===== src/urx_params.svh =====
// register map, field positions and reset values of the receive format block
`ifndef URX_PARAMS_SVH
`define URX_PARAMS_SVH
`define URX_OFF_DATA 12'h000
`define URX_OFF_LCR 12'h01c
`define URX_OFF_IDIV 12'h024
`define URX_OFF_FDIV 12'h028
`define URX_OFF_CTRL 12'h030
`define URX_OFF_STAT 12'h034
`define URX_LCR_PEN 1
`define URX_LCR_EPS 2
`define URX_LCR_STP2 3
`define URX_LCR_FEN 4
`define URX_LCR_WLEN_LO 5
`define URX_LCR_SPS 7
`define URX_LCR_RST 8'h00
`define URX_IDIV_RST 16'h0000
`define URX_FDIV_RST 6'h00
`define URX_CTRL_RST 1'h0
`define URX_OS16 5'h10
`define URX_OS8 5'h08
`define URX_WLEN_BASE 4'h5
`define URX_FIFO_DEPTH 5'h10
`define URX_FIFO_ONE 5'h01
`endif


===== src/urx_pkg.sv =====
// types shared by the receive format block
package urx_pkg;
  typedef enum logic [4:0] {
    urx_idle = 5'h01,
    urx_start = 5'h02,
    urx_data = 5'h04,
    urx_par = 5'h08,
    urx_stop = 5'h10
  } urx_state_t;
endpackage


===== src/urx_top.sv =====
// apb register file, divisor staging and receive fifo of the receive block
//
// Added by the designer: the APB register port.
`timescale 1ns/1ps
`include "urx_params.svh"
module urx_top import urx_pkg::*; (
  input wire logic pclk,
  input wire logic presetn,
  input wire logic psel,
  input wire logic penable,
  input wire logic pwrite,
  input wire logic [11:0] paddr,
  input wire logic [31:0] pwdata,
  output logic [31:0] prdata,
  output logic pready,
  output logic pslverr,
  input wire logic rxd
);
  // software registers
  logic [7:0] lcr_r, lcr_nxt;
  logic [15:0] idiv_r, idiv_nxt;
  logic [5:0] fdiv_r, fdiv_nxt;
  logic ovs_r, ovs_nxt;
  // divisor set used by the line
  logic [15:0] int_act_r, int_act_nxt;
  logic [5:0] frac_act_r, frac_act_nxt;
  logic ovs_act_r, ovs_act_nxt;
  // bus answer
  logic [31:0] prdata_r, prdata_nxt;
  logic pready_r, pready_nxt;
  logic pslverr_r, pslverr_nxt;
  // input synchroniser
  logic rxd_s1_r, rxd_s2_r;
  // fifo
  logic [9:0] mem_r [0:15];
  logic [3:0] wp_r, wp_nxt, rp_r, rp_nxt;
  logic [4:0] cnt_r, cnt_nxt;
  logic ovr_r, ovr_nxt;
  logic [4:0] depth;
  logic push, pop, setup, acc;
  // receiver hookup
  logic tick, rx_done, rx_ferr, rx_perr, rx_busy;
  logic [7:0] rx_data;

  ////////////////////////////////////////////////////////////////////////////
  // two-flop synchroniser on the serial line, idles high
  always_ff @(posedge pclk or negedge presetn) begin
    if (!presetn) begin
      rxd_s1_r <= 1'b1;
      rxd_s2_r <= 1'b1;
    end else begin
      rxd_s1_r <= rxd;
      rxd_s2_r <= rxd_s1_r;
    end
  end

  ////////////////////////////////////////////////////////////////////////////
  // tick generator on the staged divisor
  urx_baud u_baud (
    .pclk(pclk),
    .presetn(presetn),
    .div_int(int_act_r),
    .div_frac(frac_act_r),
    .tick(tick)
  );

  // frame engine
  urx_rx u_rx (
    .pclk(pclk),
    .presetn(presetn),
    .tick(tick),
    .rxd(rxd_s2_r),
    .os_sel(ovs_act_r),
    .pen(lcr_r[`URX_LCR_PEN]),
    .eps(lcr_r[`URX_LCR_EPS]),
    .sps(lcr_r[`URX_LCR_SPS]),
    .stp2(lcr_r[`URX_LCR_STP2]),
    .wlen(lcr_r[`URX_LCR_WLEN_LO +: 2]),
    .done(rx_done),
    .data(rx_data),
    .ferr(rx_ferr),
    .perr(rx_perr),
    .busy(rx_busy)
  );

  ////////////////////////////////////////////////////////////////////////////
  // apb phases: answer one cycle after setup
  assign setup = psel && !penable;
  assign acc = psel && penable && pready_r;

  // register writes and divisor staging
  always_comb begin
    lcr_nxt = lcr_r;
    idiv_nxt = idiv_r;
    fdiv_nxt = fdiv_r;
    ovs_nxt = ovs_r;
    int_act_nxt = int_act_r;
    frac_act_nxt = frac_act_r;
    ovs_act_nxt = ovs_act_r;
    if (acc && pwrite) begin
      case (paddr)
        `URX_OFF_LCR: lcr_nxt = pwdata[7:0];
        `URX_OFF_IDIV: idiv_nxt = pwdata[15:0];
        `URX_OFF_FDIV: fdiv_nxt = pwdata[5:0];
        `URX_OFF_CTRL: ovs_nxt = pwdata[0];
        default: begin
        end
      endcase
    end
    // staged values move only between characters
    if (!rx_busy) begin
      int_act_nxt = idiv_r;
      frac_act_nxt = fdiv_r;
      ovs_act_nxt = ovs_r;
    end
  end

  // read mux and answer
  always_comb begin
    prdata_nxt = prdata_r;
    pslverr_nxt = 1'b0;
    pready_nxt = setup;
    if (setup) begin
      prdata_nxt = 32'h0000_0000;
      case (paddr)
        `URX_OFF_DATA: begin
          if (cnt_r != 5'h00) begin
            prdata_nxt[9:0] = mem_r[rp_r];
          end
        end
        `URX_OFF_LCR: prdata_nxt[7:0] = lcr_r;
        `URX_OFF_IDIV: prdata_nxt[15:0] = idiv_r;
        `URX_OFF_FDIV: prdata_nxt[5:0] = fdiv_r;
        `URX_OFF_CTRL: prdata_nxt[0] = ovs_r;
        `URX_OFF_STAT: prdata_nxt[3:0] = {ovr_r, rx_busy, cnt_r == depth, cnt_r == 5'h00};
        default: pslverr_nxt = 1'b1;
      endcase
    end
  end

  // bus and configuration registers
  always_ff @(posedge pclk or negedge presetn) begin
    if (!presetn) begin
      lcr_r <= `URX_LCR_RST;
      idiv_r <= `URX_IDIV_RST;
      fdiv_r <= `URX_FDIV_RST;
      ovs_r <= `URX_CTRL_RST;
      int_act_r <= `URX_IDIV_RST;
      frac_act_r <= `URX_FDIV_RST;
      ovs_act_r <= `URX_CTRL_RST;
      prdata_r <= 32'h0000_0000;
      pready_r <= 1'b0;
      pslverr_r <= 1'b0;
    end else begin
      lcr_r <= lcr_nxt;
      idiv_r <= idiv_nxt;
      fdiv_r <= fdiv_nxt;
      ovs_r <= ovs_nxt;
      int_act_r <= int_act_nxt;
      frac_act_r <= frac_act_nxt;
      ovs_act_r <= ovs_act_nxt;
      prdata_r <= prdata_nxt;
      pready_r <= pready_nxt;
      pslverr_r <= pslverr_nxt;
    end
  end
  assign prdata = prdata_r;
  assign pready = pready_r;
  assign pslverr = pslverr_r;

  ////////////////////////////////////////////////////////////////////////////
  // fifo depth: full buffer or one holding slot
  assign depth = lcr_r[`URX_LCR_FEN] ? `URX_FIFO_DEPTH : `URX_FIFO_ONE;
  assign push = rx_done && cnt_r < depth;
  assign pop = acc && !pwrite && paddr == `URX_OFF_DATA && cnt_r != 5'h00;

  // pointers, count and overrun flag
  always_comb begin
    wp_nxt = wp_r;
    rp_nxt = rp_r;
    cnt_nxt = cnt_r;
    ovr_nxt = ovr_r;
    if (push) begin
      wp_nxt = wp_r + 4'h1;
    end
    if (pop) begin
      rp_nxt = rp_r + 4'h1;
    end
    if (push && !pop) begin
      cnt_nxt = cnt_r + 5'h01;
    end else if (pop && !push) begin
      cnt_nxt = cnt_r - 5'h01;
    end
    // status read clears, a new drop in that cycle wins
    if (acc && !pwrite && paddr == `URX_OFF_STAT) begin
      ovr_nxt = 1'b0;
    end
    if (rx_done && !push) begin
      ovr_nxt = 1'b1;
    end
  end

  // fifo control registers
  always_ff @(posedge pclk or negedge presetn) begin
    if (!presetn) begin
      wp_r <= 4'h0;
      rp_r <= 4'h0;
      cnt_r <= 5'h00;
      ovr_r <= 1'b0;
    end else begin
      wp_r <= wp_nxt;
      rp_r <= rp_nxt;
      cnt_r <= cnt_nxt;
      ovr_r <= ovr_nxt;
    end
  end

  // character storage with its error marks
  always_ff @(posedge pclk) begin
    if (push) begin
      mem_r[wp_r] <= {rx_perr, rx_ferr, rx_data};
    end
  end
endmodule


===== src/urx_baud.sv =====
// oversampling tick generator from integer and fractional divisor
`timescale 1ns/1ps
`include "urx_params.svh"
module urx_baud import urx_pkg::*; (
  input wire logic pclk,
  input wire logic presetn,
  input wire logic [15:0] div_int,
  input wire logic [5:0] div_frac,
  output logic tick
);
  logic [15:0] cnt_r, cnt_nxt;
  logic [5:0] acc_r, acc_nxt;
  logic tick_r, tick_nxt;
  logic [6:0] sum;

  // tick every div_int cycles, one extra on fraction carry
  always_comb begin
    sum = {1'b0, acc_r} + {1'b0, div_frac};
    cnt_nxt = cnt_r;
    acc_nxt = acc_r;
    tick_nxt = 1'b0;
    if (div_int == `URX_IDIV_RST) begin
      cnt_nxt = 16'h0000;
    end else if (cnt_r == 16'h0000 || cnt_r > div_int) begin // stale long count restarts
      tick_nxt = 1'b1;
      acc_nxt = sum[5:0];
      cnt_nxt = div_int - 16'h0001 + {15'h0000, sum[6]};
    end else begin
      cnt_nxt = cnt_r - 16'h0001;
    end
  end

  // state registers
  always_ff @(posedge pclk or negedge presetn) begin
    if (!presetn) begin
      cnt_r <= 16'h0000;
      acc_r <= 6'h00;
      tick_r <= 1'b0;
    end else begin
      cnt_r <= cnt_nxt;
      acc_r <= acc_nxt;
      tick_r <= tick_nxt;
    end
  end
  assign tick = tick_r;
endmodule


===== src/urx_rx.sv =====
// receive frame engine: start, data, parity and stop bit checking
`timescale 1ns/1ps
`include "urx_params.svh"
module urx_rx import urx_pkg::*; (
  input wire logic pclk,
  input wire logic presetn,
  input wire logic tick,
  input wire logic rxd,
  input wire logic os_sel,
  input wire logic pen,
  input wire logic eps,
  input wire logic sps,
  input wire logic stp2,
  input wire logic [1:0] wlen,
  output logic done,
  output logic [7:0] data,
  output logic ferr,
  output logic perr,
  output logic busy
);
  urx_state_t fsm_r, fsm_nxt;
  logic [4:0] tcnt_r, tcnt_nxt;
  logic [3:0] bcnt_r, bcnt_nxt;
  logic [7:0] sh_r, sh_nxt;
  logic ferr_r, ferr_nxt, perr_r, perr_nxt, done_r, done_nxt;
  logic [4:0] os;
  logic [3:0] nbits;
  logic bit_end, par_exp, hold_low;

  // oversampling factor and word length decode
  assign os = os_sel ? `URX_OS8 : `URX_OS16;
  assign nbits = `URX_WLEN_BASE + {2'b00, wlen};
  assign bit_end = tick && tcnt_r == os - 5'h01;
  // parked after a low stop bit until the line rises
  assign hold_low = bcnt_r == 4'h2;
  // stick gives inverse of even select, else odd/even sum of data
  assign par_exp = sps ? ~eps : (eps ? ^sh_r : ~^sh_r);

  // frame sequencing
  always_comb begin
    fsm_nxt = fsm_r;
    tcnt_nxt = tcnt_r;
    bcnt_nxt = bcnt_r;
    sh_nxt = sh_r;
    ferr_nxt = ferr_r;
    perr_nxt = perr_r;
    done_nxt = 1'b0;
    case (fsm_r)
      urx_idle: begin
        if (tick && !rxd) begin
          fsm_nxt = urx_start;
          tcnt_nxt = 5'h01;
        end
      end
      urx_start: begin
        if (tick) begin
          tcnt_nxt = tcnt_r + 5'h01;
          if (tcnt_r == (os >> 1) - 5'h01) begin
            tcnt_nxt = 5'h00;
            bcnt_nxt = 4'h0;
            sh_nxt = 8'h00;
            ferr_nxt = 1'b0;
            perr_nxt = 1'b0;
            fsm_nxt = rxd ? urx_idle : urx_data;
          end
        end
      end
      urx_data: begin
        if (tick) begin
          tcnt_nxt = tcnt_r + 5'h01;
        end
        if (bit_end) begin
          tcnt_nxt = 5'h00;
          sh_nxt[bcnt_r[2:0]] = rxd;
          bcnt_nxt = bcnt_r + 4'h1;
          if (bcnt_r == nbits - 4'h1) begin
            bcnt_nxt = 4'h0;
            fsm_nxt = pen ? urx_par : urx_stop;
          end
        end
      end
      urx_par: begin
        if (tick) begin
          tcnt_nxt = tcnt_r + 5'h01;
        end
        if (bit_end) begin
          tcnt_nxt = 5'h00;
          perr_nxt = rxd != par_exp;
          fsm_nxt = urx_stop;
        end
      end
      urx_stop: begin
        if (tick) begin
          tcnt_nxt = tcnt_r + 5'h01;
        end
        if (hold_low) begin
          // a low line here is not a new start bit
          tcnt_nxt = 5'h00;
          if (rxd) begin
            fsm_nxt = urx_idle;
          end
        end else if (bit_end) begin
          tcnt_nxt = 5'h00;
          if (!rxd) begin
            ferr_nxt = 1'b1;
          end
          if (stp2 && bcnt_r == 4'h0) begin
            bcnt_nxt = 4'h1;
          end else begin
            done_nxt = 1'b1;
            fsm_nxt = urx_idle;
            if (!rxd) begin
              fsm_nxt = urx_stop;
              bcnt_nxt = 4'h2;
            end
          end
        end
      end
      default: begin
        fsm_nxt = urx_idle;
      end
    endcase
  end

  // state registers
  always_ff @(posedge pclk or negedge presetn) begin
    if (!presetn) begin
      fsm_r <= urx_idle;
      tcnt_r <= 5'h00;
      bcnt_r <= 4'h0;
      sh_r <= 8'h00;
      ferr_r <= 1'b0;
      perr_r <= 1'b0;
      done_r <= 1'b0;
    end else begin
      fsm_r <= fsm_nxt;
      tcnt_r <= tcnt_nxt;
      bcnt_r <= bcnt_nxt;
      sh_r <= sh_nxt;
      ferr_r <= ferr_nxt;
      perr_r <= perr_nxt;
      done_r <= done_nxt;
    end
  end
  assign done = done_r;
  assign data = sh_r;
  assign ferr = ferr_r;
  assign perr = perr_r;
  assign busy = fsm_r != urx_idle;
endmodule


===== config.mk =====
export PLATFORM = sky130hd
export DESIGN_NAME = urx_top
export DESIGN_NICKNAME = d
export VERILOG_FILES = /design/src/urx_pkg.sv /design/src/urx_top.sv /design/src/urx_baud.sv /design/src/urx_rx.sv
export VERILOG_INCLUDE_DIRS = /design/src /design/src/src
export SDC_FILE = /design/constraint.sdc
export NUM_CORES = 1
export LEC_CHECK = 0
export BUFFER_PORTS_ARGS = -buffer_cell sky130_fd_sc_hd__buf_2
export CORE_UTILIZATION = 61
export CTS_CLUSTER_DIAMETER = 80
export CTS_CLUSTER_SIZE = 28
export DETAILED_ROUTE_END_ITERATION = 8
export GPL_TIMING_DRIVEN = 0
export PLACE_DENSITY = 0.86
export SYNTH_ARGS = -nofsm -noshare
export SYNTH_HDL_FRONTEND = slang
export SYNTH_HIERARCHICAL = 1
export SYNTH_SLANG_ARGS = --single-unit

===== constraint.sdc =====
create_clock -name pclk -period 4.3 [get_ports pclk]
set_clock_uncertainty 0.1 [all_clocks]
set_input_delay 0.43 -clock pclk [delete_from_list [all_inputs] [get_ports pclk]]
set_output_delay 0.43 -clock pclk [all_outputs]
set_load 0.01 [all_outputs]

==> flow_metrics.tcl, run 1 <==
set metrics [dict create \
    critPathKind "reg2reg" \
    wl_mm 31.5 \
    p_sw_share_pct 26.7 \
    layout_commonest_cell "edfxtp_1" \
    leakage_uw 0.00625 \
    synth_seq_cells 296 \
    syn_area_per_cell_sq_um 13.4 \
    fin_crit_sh_pct 87.7 \
    area_growth_pct 8.47 \
    wl_per_cell_microns 21.9 \
    cp-start-kind "flop" \
    path_max_fanout 8 \
    initial_utilization_pct 62.5 \
    grt-ovfl-total 0 \
    die_width_microns 155 \
    cpMostUsedCell "ha_1" \
    synth_flop_cell "edfxtp_1" \
    worst_path_largest_cell_delay_ps 870 \
    cts_buffer_depth 3 \
    min_path_type "in2reg" \
    clock_sinks 296 \
    firstDrtPassIters 5 \
    core-area_sq_mm 0.0227 \
    antenna_cells 0 \
    die_h_microns 155 \
    power_switching_uw 1460 \
    worstPathCellList "ha_1 -> inv_1 -> fa_1 -> nor2b_1 -> o21ai_0 -> nand2b_1 -> a21o_1 -> a21oi_1 -> ha_1 -> ha_1 -> nor3b_1 -> nand4_1 -> xnor2_1 -> a221oi_1" \
    synthCells 1059 \
    p_clk_share_pct 28.7 \
    endpoint_kind "flop" \
    ys_warn_count 6 \
    final_cell_mix "edfxtp_1 (160), dfrtp_1 (133), nand2_1 (71), mux2_2 (58), nor2_1 (56)" \
    cp_slowest_cell "nor3b_1" \
    pwr-share-comb_pct 15.1 \
    cp.arrival_ps 4070 \
    drive_gt1_share_pct 22.1 \
    cts_tree "built" \
    setup_tns_ps 0 \
    h-tree-depth 1 \
    p_per_area_mw_per_mm2 356 \
    cts_root_buf "clkbuf_16" \
    rsz0062_at_grt "false" \
    ant_nets 0 \
    holdWs_ps 58.7 \
    cts-buffers-inserted 15 \
    grt_use_total_pct 27.2 \
    worst_ir_drop_vdd_uv 299 \
    synth_edf_count 160 \
    rows 55 \
    die_area_sq_mm 0.0239 \
    insertion_delay_ps 500 \
    nNetsFinal 1237 \
    hold_violations 0 \
    drt_iter0_markers 793 \
    grt_pass1_wl_mm 50.0 \
    grt_antenna_before_repair 0 \
    drc 0 \
    grt_max_degree 101 \
    place_congestion 0.925 \
    critPathRequiredTime_ps 4600 \
    maxSlewViolCount 0 \
    final_core_util_pct 67.8 \
    synth_area_sq_mm 0.0142 \
    grt_pass1_vias 9186 \
    worst_slew_margin_rel_pct 19.7 \
    cap_violations 0 \
    num_vias 9231 \
    clock.fmax_mhz 265 \
    setup_viol 0 \
    dp_hpwl_mm 22.3 \
    p_int_uw 4020 \
    min_period_ps 3770 \
    ys_seq_area_share_pct 57.9 \
    ys_types 96 \
    status "finished, final reports clean" \
    io_pins 84 \
    worst_pin_slew_ps 1200 \
    viasPerCell 6.42 \
    numPortBuffers 48 \
    async_reset_ff_share_pct 45.9 \
    seqPwrFrac_pct 56.2 \
    path_clk_slew_ps 110 \
]
registers in the layout (all words and copies together), names as in the netlist, 5 cells and up:
register / flops
mem_r: 160
u_rx/fsm_r: 5
u_baud/acc_r: 6
u_rx/data: 8
idiv_r: 16
cnt_r: 5
u_baud/cnt_r: 16
int_act_r: 16
prdata: 16
u_rx/tcnt_r: 5
fdiv_r: 6
frac_act_r: 6
lcr_r: 8
logic make-up (layout without fill, tap and decap cells):
group,Yosys count,after routing,share of synthesized area (%)
AO/OA/AOI/OAI,177,177,8.98
XOR/XNOR,50,50,3.09
adder cells (fa/ha/maj),43,43,3.90
buffers and inverters,102,180,3.69
flip-flops,296,296,57.9
multiplexers,105,105,11.6
other,1,16,0.0264
AND/OR/NAND/NOR,285,285,10.8
cells in the mapped netlist (all sizes together) (33+ instances only):
| library cell | count | area [sq um] |
|---|---|---|
| buf | 35 | 258 |
| inv | 41 | 154 |
| xnor2 | 34 | 298 |
| dfrtp | 133 | 3330 |
| mux2 | 64 | 739 |
| edfxtp | 160 | 4800 |
| a21oi | 33 | 191 |
| nor2 | 56 | 210 |
| o21ai | 34 | 170 |
| ha | 41 | 513 |
| nand2 | 77 | 304 |
| mux4 | 40 | 901 |
critical path: cells and delay by family, from the launching register on:
kind | cells | cell delay [ps]
AO/OA/AOI/OAI | 4 | 840
XOR/XNOR | 1 | 180
adder cells (fa/ha/maj) | 4 | 820
buffers and inverters | 1 | 70
flip-flops | 1 | 390
AND/OR/NAND/NOR | 4 | 1280
path summary, 6_finish.rpt:
path	slack [ps]	depth (start not counted)	startpoint	end
setup / recovery	530	14	frac_act_r[0]$_DFFE_PN0N_	u_baud/cnt_r[12]$_DFF_PN0_
hold / removal	60	2	pwdata[13]	idiv_r[13]$_DFFE_PN0P_
setup reg to reg	530	14	frac_act_r[0]$_DFFE_PN0N_	u_baud/cnt_r[12]$_DFF_PN0_
hold reg to reg	260	0	rxd_s1_r$_DFF_PN1_	rxd_s2_r$_DFF_PN1_
max in group asynchronous	2970	3	presetn	rxd_s2_r$_DFF_PN1_
min in group asynchronous	290	2	presetn	rp_r[3]$_DFFE_PN0P_
metrics by stage:
step	setup slack (ps)	total power [uW]	cells	cell area, sq um
finish	531	5490	1437	15400
global route	205	5680	1437	15400
CTS	262	5490	1437	15400
detailed placement	330	3960	1410	14900
global placement	355	3950	1407	14800
floorplan	1070	3750	1074	14200
final cells by class:
class / instances / area, sq um
timing repair buffer: 53 / 317
tap: 285 / 357
clock inverter: 5 / 52.6
buffer: 61 / 369
clock buffer: 20 / 394
sequential: 296 / 8210
inverter: 41 / 154
multi-input combinational: 676 / 5540
fill: 1522 / 7320
power groups by stage:
stage / Clock (uW) / Combinational (uW) / Sequential (uW)
2_1_floorplan: 0 / 616 / 3130
3_3_place_gp: 0 / 805 / 3140
3_5_place_dp: 0 / 816 / 3150
4_1_cts: 1590 / 820 / 3080
5_1_grt: 1670 / 911 / 3090
6_report: 1570 / 826 / 3080
metal layers:
layer  wire length (microns)  global-route usage, %
met1                   12700                   37.1
met2                   15400                   45.2
met3                    2340                   3.87
met4                    1030                   9.52
met5                       0                      0
timing repair:
item                                   4_1_cts  5_1_grt
endpoints found under the hold margin       37        0
setup buffers                                0        0
setup endpoints to repair                    0        1
hold buffers                                 2        0
gates resized for setup                      0        1
No activity file was read; power rests on OpenSTA's default activity.
==> run 2: changes to the inputs <==
CELL_PAD_IN_SITES_DETAIL_PLACEMENT = 1   (was default)
CELL_PAD_IN_SITES_GLOBAL_PLACEMENT = 2   (was default)
CORE_UTILIZATION = 43   (was 61)
PLACE_DENSITY = 0.85   (was 0.86)
==> run 2 against run 1 <==
Net effect:
- sequential power barely moved
- critical endpoint is now u_baud/cnt_r[6]$_DFF_PN0_
- non-clock buffer count rose by 2
- count of clock-buffer cells in the layout rose by 3
- via count fell by 1.2%
- core utilization fell by 19 points
- clock power rose by 25%
- fmax barely moved
- register-to-register slack barely moved
- die area rose by 41%
- critical path type unchanged
- wire length rose by 12%
- final cell count rose by 12%
==> flow_metrics.tcl, run 2 (synthesized netlist as in run 1, its figures left out) <==
set metrics [dict create \
    p_sw_share_pct 28.2 \
    critPathRequiredTime_ps 4580 \
    fin_crit_sh_pct 87.6 \
    wl_met2_mm 17.3 \
    worst_slew_margin_rel_pct 20.7 \
    drive_gt1_share_pct 23.0 \
    die_area_sq_mm 0.0337 \
    finalPower_uw 5910 \
    cts_buffer_depth 3 \
    wl_per_cell_microns 22.1 \
    layout_commonest_cell "edfxtp_1" \
    seqPwrFrac_pct 52.2 \
    grt_use_total_pct 21.8 \
    drt_iter0_markers 532 \
    maxSlewViolCount 0 \
    num_vias 9119 \
    power_switching_uw 1670 \
    cts_root_buf "clkbuf_16" \
    insertion_delay_ps 530 \
    holdPathStages 2 \
    initial_utilization_pct 43.6 \
    path_max_fanout 8 \
    cts_setup_buffers 0 \
    route.met3.wl_mm 1.54 \
    wl_mm 35.4 \
    place_congestion 0.839 \
    min_period_ps 3770 \
    setup_viol 0 \
    holdWs_ps 36.6 \
    numPortBuffers 48 \
    endpoint_kind "flop" \
    min_path_type "in2reg" \
    die_h_microns 184 \
    h-tree-depth 1 \
    nNetsFinal 1242 \
    pwr-share-comb_pct 14.4 \
    top_register "mem_r" \
    ant_nets 0 \
    clock_sinks 296 \
    dp_hpwl_mm 25.5 \
    top_layer_used "met4" \
    clock.fmax_mhz 265 \
    critPathKind "reg2reg" \
    p_per_area_mw_per_mm2 374 \
    core-area_sq_mm 0.0325 \
    grt_max_degree 75 \
    r2r_cells 14 \
    io_pins 84 \
    p_int_uw 4250 \
    wl_met1_mm 16.0 \
    drc 0 \
    cp-start-kind "flop" \
    fill_cells 3405 \
    final_cell_mix "edfxtp_1 (160), dfrtp_1 (133), nand2_1 (71), mux2_2 (58), nor2_1 (56)" \
    cap_violations 0 \
    viasPerCell 5.69 \
    rsz0062_at_grt "false" \
    final_core_util_pct 48.6 \
    antenna_cells 0 \
    rows 66 \
    worst_pin_slew_ps 1180 \
    area_growth_pct 11.4 \
    cp.arrival_ps 4050 \
    largest_reg_flops 160 \
    grt-ovfl-total 0 \
    p_clk_share_pct 33.4 \
    setup_tns_ps 0 \
    cts_tree "built" \
    grt_pass1_vias 9738 \
    die_width_microns 184 \
    path_clk_slew_ps 100 \
    cts-buffers-inserted 18 \
    leakage_uw 0.00637 \
    hold_violations 0 \
    worst_ir_drop_vdd_uv 381 \
    status "finished, final reports clean" \
    grt_pass1_wl_mm 56.1 \
    grt_antenna_before_repair 0 \
    firstDrtPassIters 4 \
]
run 2: changes by cell type in the layout (fill, tap and decap cells not counted), moves of 2 or more:
cell	before	now
clkbuf_4	1	3
clkbuf_1	29	26
inv_16	0	2
buf_6	9	11
inv_12	0	2
clkbuf_16	15	19
run 2: per-layer routing:
metal,GRT usage (%),vias to the layer above
met2,37.1,205
li1,-,4147
met4,4.57,0
met1,29.9,4730
met5,0,-
met3,2.71,37
run 2: repair_timing:
action | CTS | global route
setup endpoints to repair | 0 | 1
hold buffers | 2 | 0
hold endpoints to repair | 63 | 0
resized for setup | 0 | 1
run 2: power by group through the flow:
| stage | logic, uW | registers, uW | clock network, uW |
|---|---|---|---|
| after floorplan | 616 | 3130 | 0 |
| after global placement | 838 | 3150 | 0 |
| after detailed placement | 849 | 3150 | 0 |
| after CTS | 856 | 3090 | 2030 |
| after global routing | 943 | 3100 | 2110 |
| final | 852 | 3090 | 1970 |
run 2: final cells by class:
cell class,instances,area (sq um),area share (%)
clock buffers,23,498,3.15
repair buffers,55,339,2.14
flip-flops and latches,296,8210,51.9
inverters,41,154,0.973
well taps,442,553,3.50
plain buffers,61,369,2.33
clock inverters,9,146,0.926
multi-input cells,676,5540,35.0
run 2: worst paths after layout:
check,startpoint,end,slack [ps]
setup / recovery,frac_act_r[0]$_DFFE_PN0N_,u_baud/cnt_r[6]$_DFF_PN0_,530
hold / removal,pwdata[11],idiv_r[11]$_DFFE_PN0P_,40
setup reg to reg,frac_act_r[0]$_DFFE_PN0N_,u_baud/cnt_r[6]$_DFF_PN0_,530
hold reg to reg,rxd_s1_r$_DFF_PN1_,rxd_s2_r$_DFF_PN1_,260
max in group asynchronous,presetn,rxd_s2_r$_DFF_PN1_,2880
min in group asynchronous,presetn,prdata[13]$_DFFE_PN0P_,340
run 2: per-stage QoR:
step	setup WS, ps	area [sq um]	std cells
after CTS	389	15800	1603
after global routing	169	15800	1603
final	532	15800	1603
after floorplan	1070	14200	1074
after global placement	398	15000	1564
after detailed placement	388	15100	1569
run 2: worst max-delay path, stage by stage, from the launching register on:
cell and delay, ps:
dfrtp_1 390, ha_1 210, inv_1 70, fa_1 220
nor2b_1 70, o21ai_0 150, nand2b_1 100, a21o_1 190
a21oi_1 140, ha_1 210, ha_1 200, nor3b_1 890
a31oi_1 240, a221oi_1 350, a311oi_1 90
==> run 3: changes to the inputs <==
ABC_AREA = 1   (was default)
CORE_UTILIZATION = 39   (was 43)
PLACE_DENSITY = 0.87   (was 0.85)
==> run 3 against run 2 <==
Net effect:
- core utilization fell by 3.9 points
- area after synthesis is 10% higher
- largest power group unchanged
- final cell count is 50% higher
- largest cell class unchanged
==> flow_metrics.tcl, run 3 <==
set metrics [dict create \
    setup_tns_ps 0 \
    cts.repair.resized 0 \
    grt-ovfl-total 0 \
    numPortBuffers 51 \
    maxSlewViolCount 0 \
    crit_start "cnt_r[0]$_DFFE_PN0P_" \
    wl_per_cell_microns 19.0 \
    synth_top_area_cell "edfxtp_1" \
    seqCellArea_sq_mm 0.00821 \
    grt_pass1_wl_mm 72.5 \
    syn_area_per_cell_sq_um 8.82 \
    cp.arrival_ps 3140 \
    clock.fmax_mhz 326 \
    drc 0 \
    ys_types 50 \
    grt_pass1_vias 12800 \
    grt_antenna_before_repair 0 \
    synth_seq_cells 296 \
    drt_iter0_markers 710 \
    nNetsFinal 1962 \
    hold_violations 0 \
    worstReg2RegStart "cnt_r[0]$_DFFE_PN0P_" \
    min_period_ps 3070 \
    die_width_microns 202 \
    wl_mm 45.8 \
    path_clk_slew_ps 80 \
    cts-buffers-inserted 23 \
    ys_warn_count 6 \
    worst_slew_margin_rel_pct 11.3 \
    initial_utilization_pct 39.9 \
    r2r-end "mem_r[13][6]$_DFFE_PP_" \
    timing.reg2reg.setup_slack_ps 1230 \
    fill_cells 4612 \
    fin_crit_sh_pct 71.3 \
    largest_reg_flops 160 \
    ys_seq_area_share_pct 52.6 \
    insertion_delay_ps 580 \
    synth.top_cells.by_count "nand2_1 (492), inv_1 (211), nand3_1 (191)" \
    layout_commonest_cell "nand2_1" \
    endpoint_kind "flop" \
    min_path_type "in2reg" \
    io_pins 84 \
    grt_use_total_pct 22.8 \
    die_h_microns 202 \
    synth_area_sq_mm 0.0156 \
    worst_ir_drop_vdd_uv 209 \
    synth_edf_count 160 \
    critPathKind "reg2reg" \
    num_vias 12200 \
    cts_tree "built" \
    clock_sinks 296 \
    synth_flop_cell "edfxtp_1" \
    cts_root_buf "clkbuf_16" \
    place_congestion 0.829 \
    h-tree-depth 1 \
    crit_end "mem_r[13][6]$_DFFE_PP_" \
    cp-start-kind "flop" \
    cts_buffer_depth 3 \
    area_growth_pct 12.0 \
    dp_slack_ps 1190 \
    antenna_cells 0 \
    status "finished, final reports clean" \
    firstDrtPassIters 5 \
    viasPerCell 5.06 \
    worst_pin_slew_ps 1330 \
    ant_nets 0 \
    grt_max_degree 95 \
    setup_viol 0 \
    synth_top_area_share_pct 30.8 \
    dp_hpwl_mm 33.7 \
    leakage_uw 0.00820 \
    r2r_cells 8 \
    drive_gt1_share_pct 13.2 \
    die_area_sq_mm 0.0409 \
    p_per_area_mw_per_mm2 376 \
    netlist_top_cells_area "edfxtp_1 (31%), dfrtp_1 (21%), nand2_1 (12%), nand3_1 (6.1%), inv_1 (5.1%)" \
    cap_violations 0 \
    core-area_sq_mm 0.0391 \
    yosysMostFrequentCell "nand2_1" \
    rows 72 \
    setup_slack_ps 1230 \
    async_reset_ff_share_pct 45.9 \
    multi_input_comb_area_sq_mm 0.00616 \
    top_register "mem_r" \
    critPathRequiredTime_ps 4370 \
    rsz0062_at_grt "false" \
    final_cell_mix "nand2_1 (492), inv_1 (211), nand3_1 (191), edfxtp_1 (160), nor2_1 (140)" \
    path_max_fanout 10 \
    synthCells 1771 \
]
run 3: changes by cell type after synthesis, sizes merged, moves of 19 or more:
cell	previous run	this run
buf	35	56
inv	41	227
mux2	64	14
mux4	40	0
nand2	77	506
nand3	30	205
nor2	56	163
nor3	30	11
o21ai	34	90
xnor2	34	10
xor2	16	35
run 3: through the flow:
| stage | hold slack (ps) | util, % | power [uW] | cell area [sq um] | instances |
|---|---|---|---|---|---|
| after CTS | 2.75 | 44.7 | 6640 | 17500 | 2404 |
| after global placement | 252 | 42.4 | 4240 | 16600 | 2355 |
| after global routing | 12.7 | 44.7 | 6850 | 17500 | 2404 |
| final | 29.1 | 44.7 | 6580 | 17500 | 2404 |
| after detailed placement | 251 | 42.5 | 4270 | 16600 | 2358 |
| after floorplan | 34.4 | - | 3950 | 15700 | 1786 |
run 3: how the worst min path moves through the flow:
stage / startpoint / endpoint / depth (start not counted)
floorplan: presetn / cnt_r[0]$_DFFE_PN0P_ / 0
global placement: rxd_s1_r$_DFF_PN1_ / rxd_s2_r$_DFF_PN1_ / 0
detailed placement: rxd_s1_r$_DFF_PN1_ / rxd_s2_r$_DFF_PN1_ / 0
CTS: pwdata[13] / idiv_r[13]$_DFFE_PN0P_ / 2
global route: pwdata[12] / idiv_r[12]$_DFFE_PN0P_ / 2
finish: pwdata[15] / idiv_r[15]$_DFFE_PN0P_ / 2
run 3: critical path, stage by stage, from the launching register on:
cell     delay [ps]
dfrtp_1         440
inv_1           100
ha_1            160
nand3_1          80
nand2_1          90
nand3_1         260
inv_1           280
nand2_1         160
nor2_1         1010
run 3: area by class of cell:
class	count	area share [%]
clock buffers	23	3.29
inverters	228	4.89
repair buffers	58	1.95
multi-input cells	1186	35.2
flip-flops and latches	296	46.9
plain buffers	76	2.57
well taps	518	3.71
clock inverters	19	1.40
run 3: where the power goes:
group | internal (uW) | switching, uW | leakage (uW)
combinational | 329 | 777 | 0.00447
sequential | 3030 | 71.1 | 0.00333
clock | 1100 | 1280 | 0.000400
total | 4450 | 2130 | 0.00820
run 3: per-layer routing:
metal	global-route usage (%)	up-vias	part of all wire (%)
met1	30.9	6025	46
met3	2.61	49	3.9
li1	-	5895	-
met2	38.9	196	48
met4	5.83	0	1.9
met5	0	-	0
run 3: logic make-up after synthesis:
family                     Yosys count  share of synthesized area [%]
and+or+nand+nor                    925                           26.8
buffers and inverters              304                           8.36
DFF                                296                           52.6
AOI/OAI and AO/OA                  143                           5.04
xor gates and xnor gates            45                           2.52
adders and majority gates           43                           3.54
muxes                               14                           1.11
other                                1                         0.0240
run 3: repair_timing:
item,in CTS,in global routing
hold endpoints to repair,45,0
buffers inserted,0,0
hold buffers,4,0
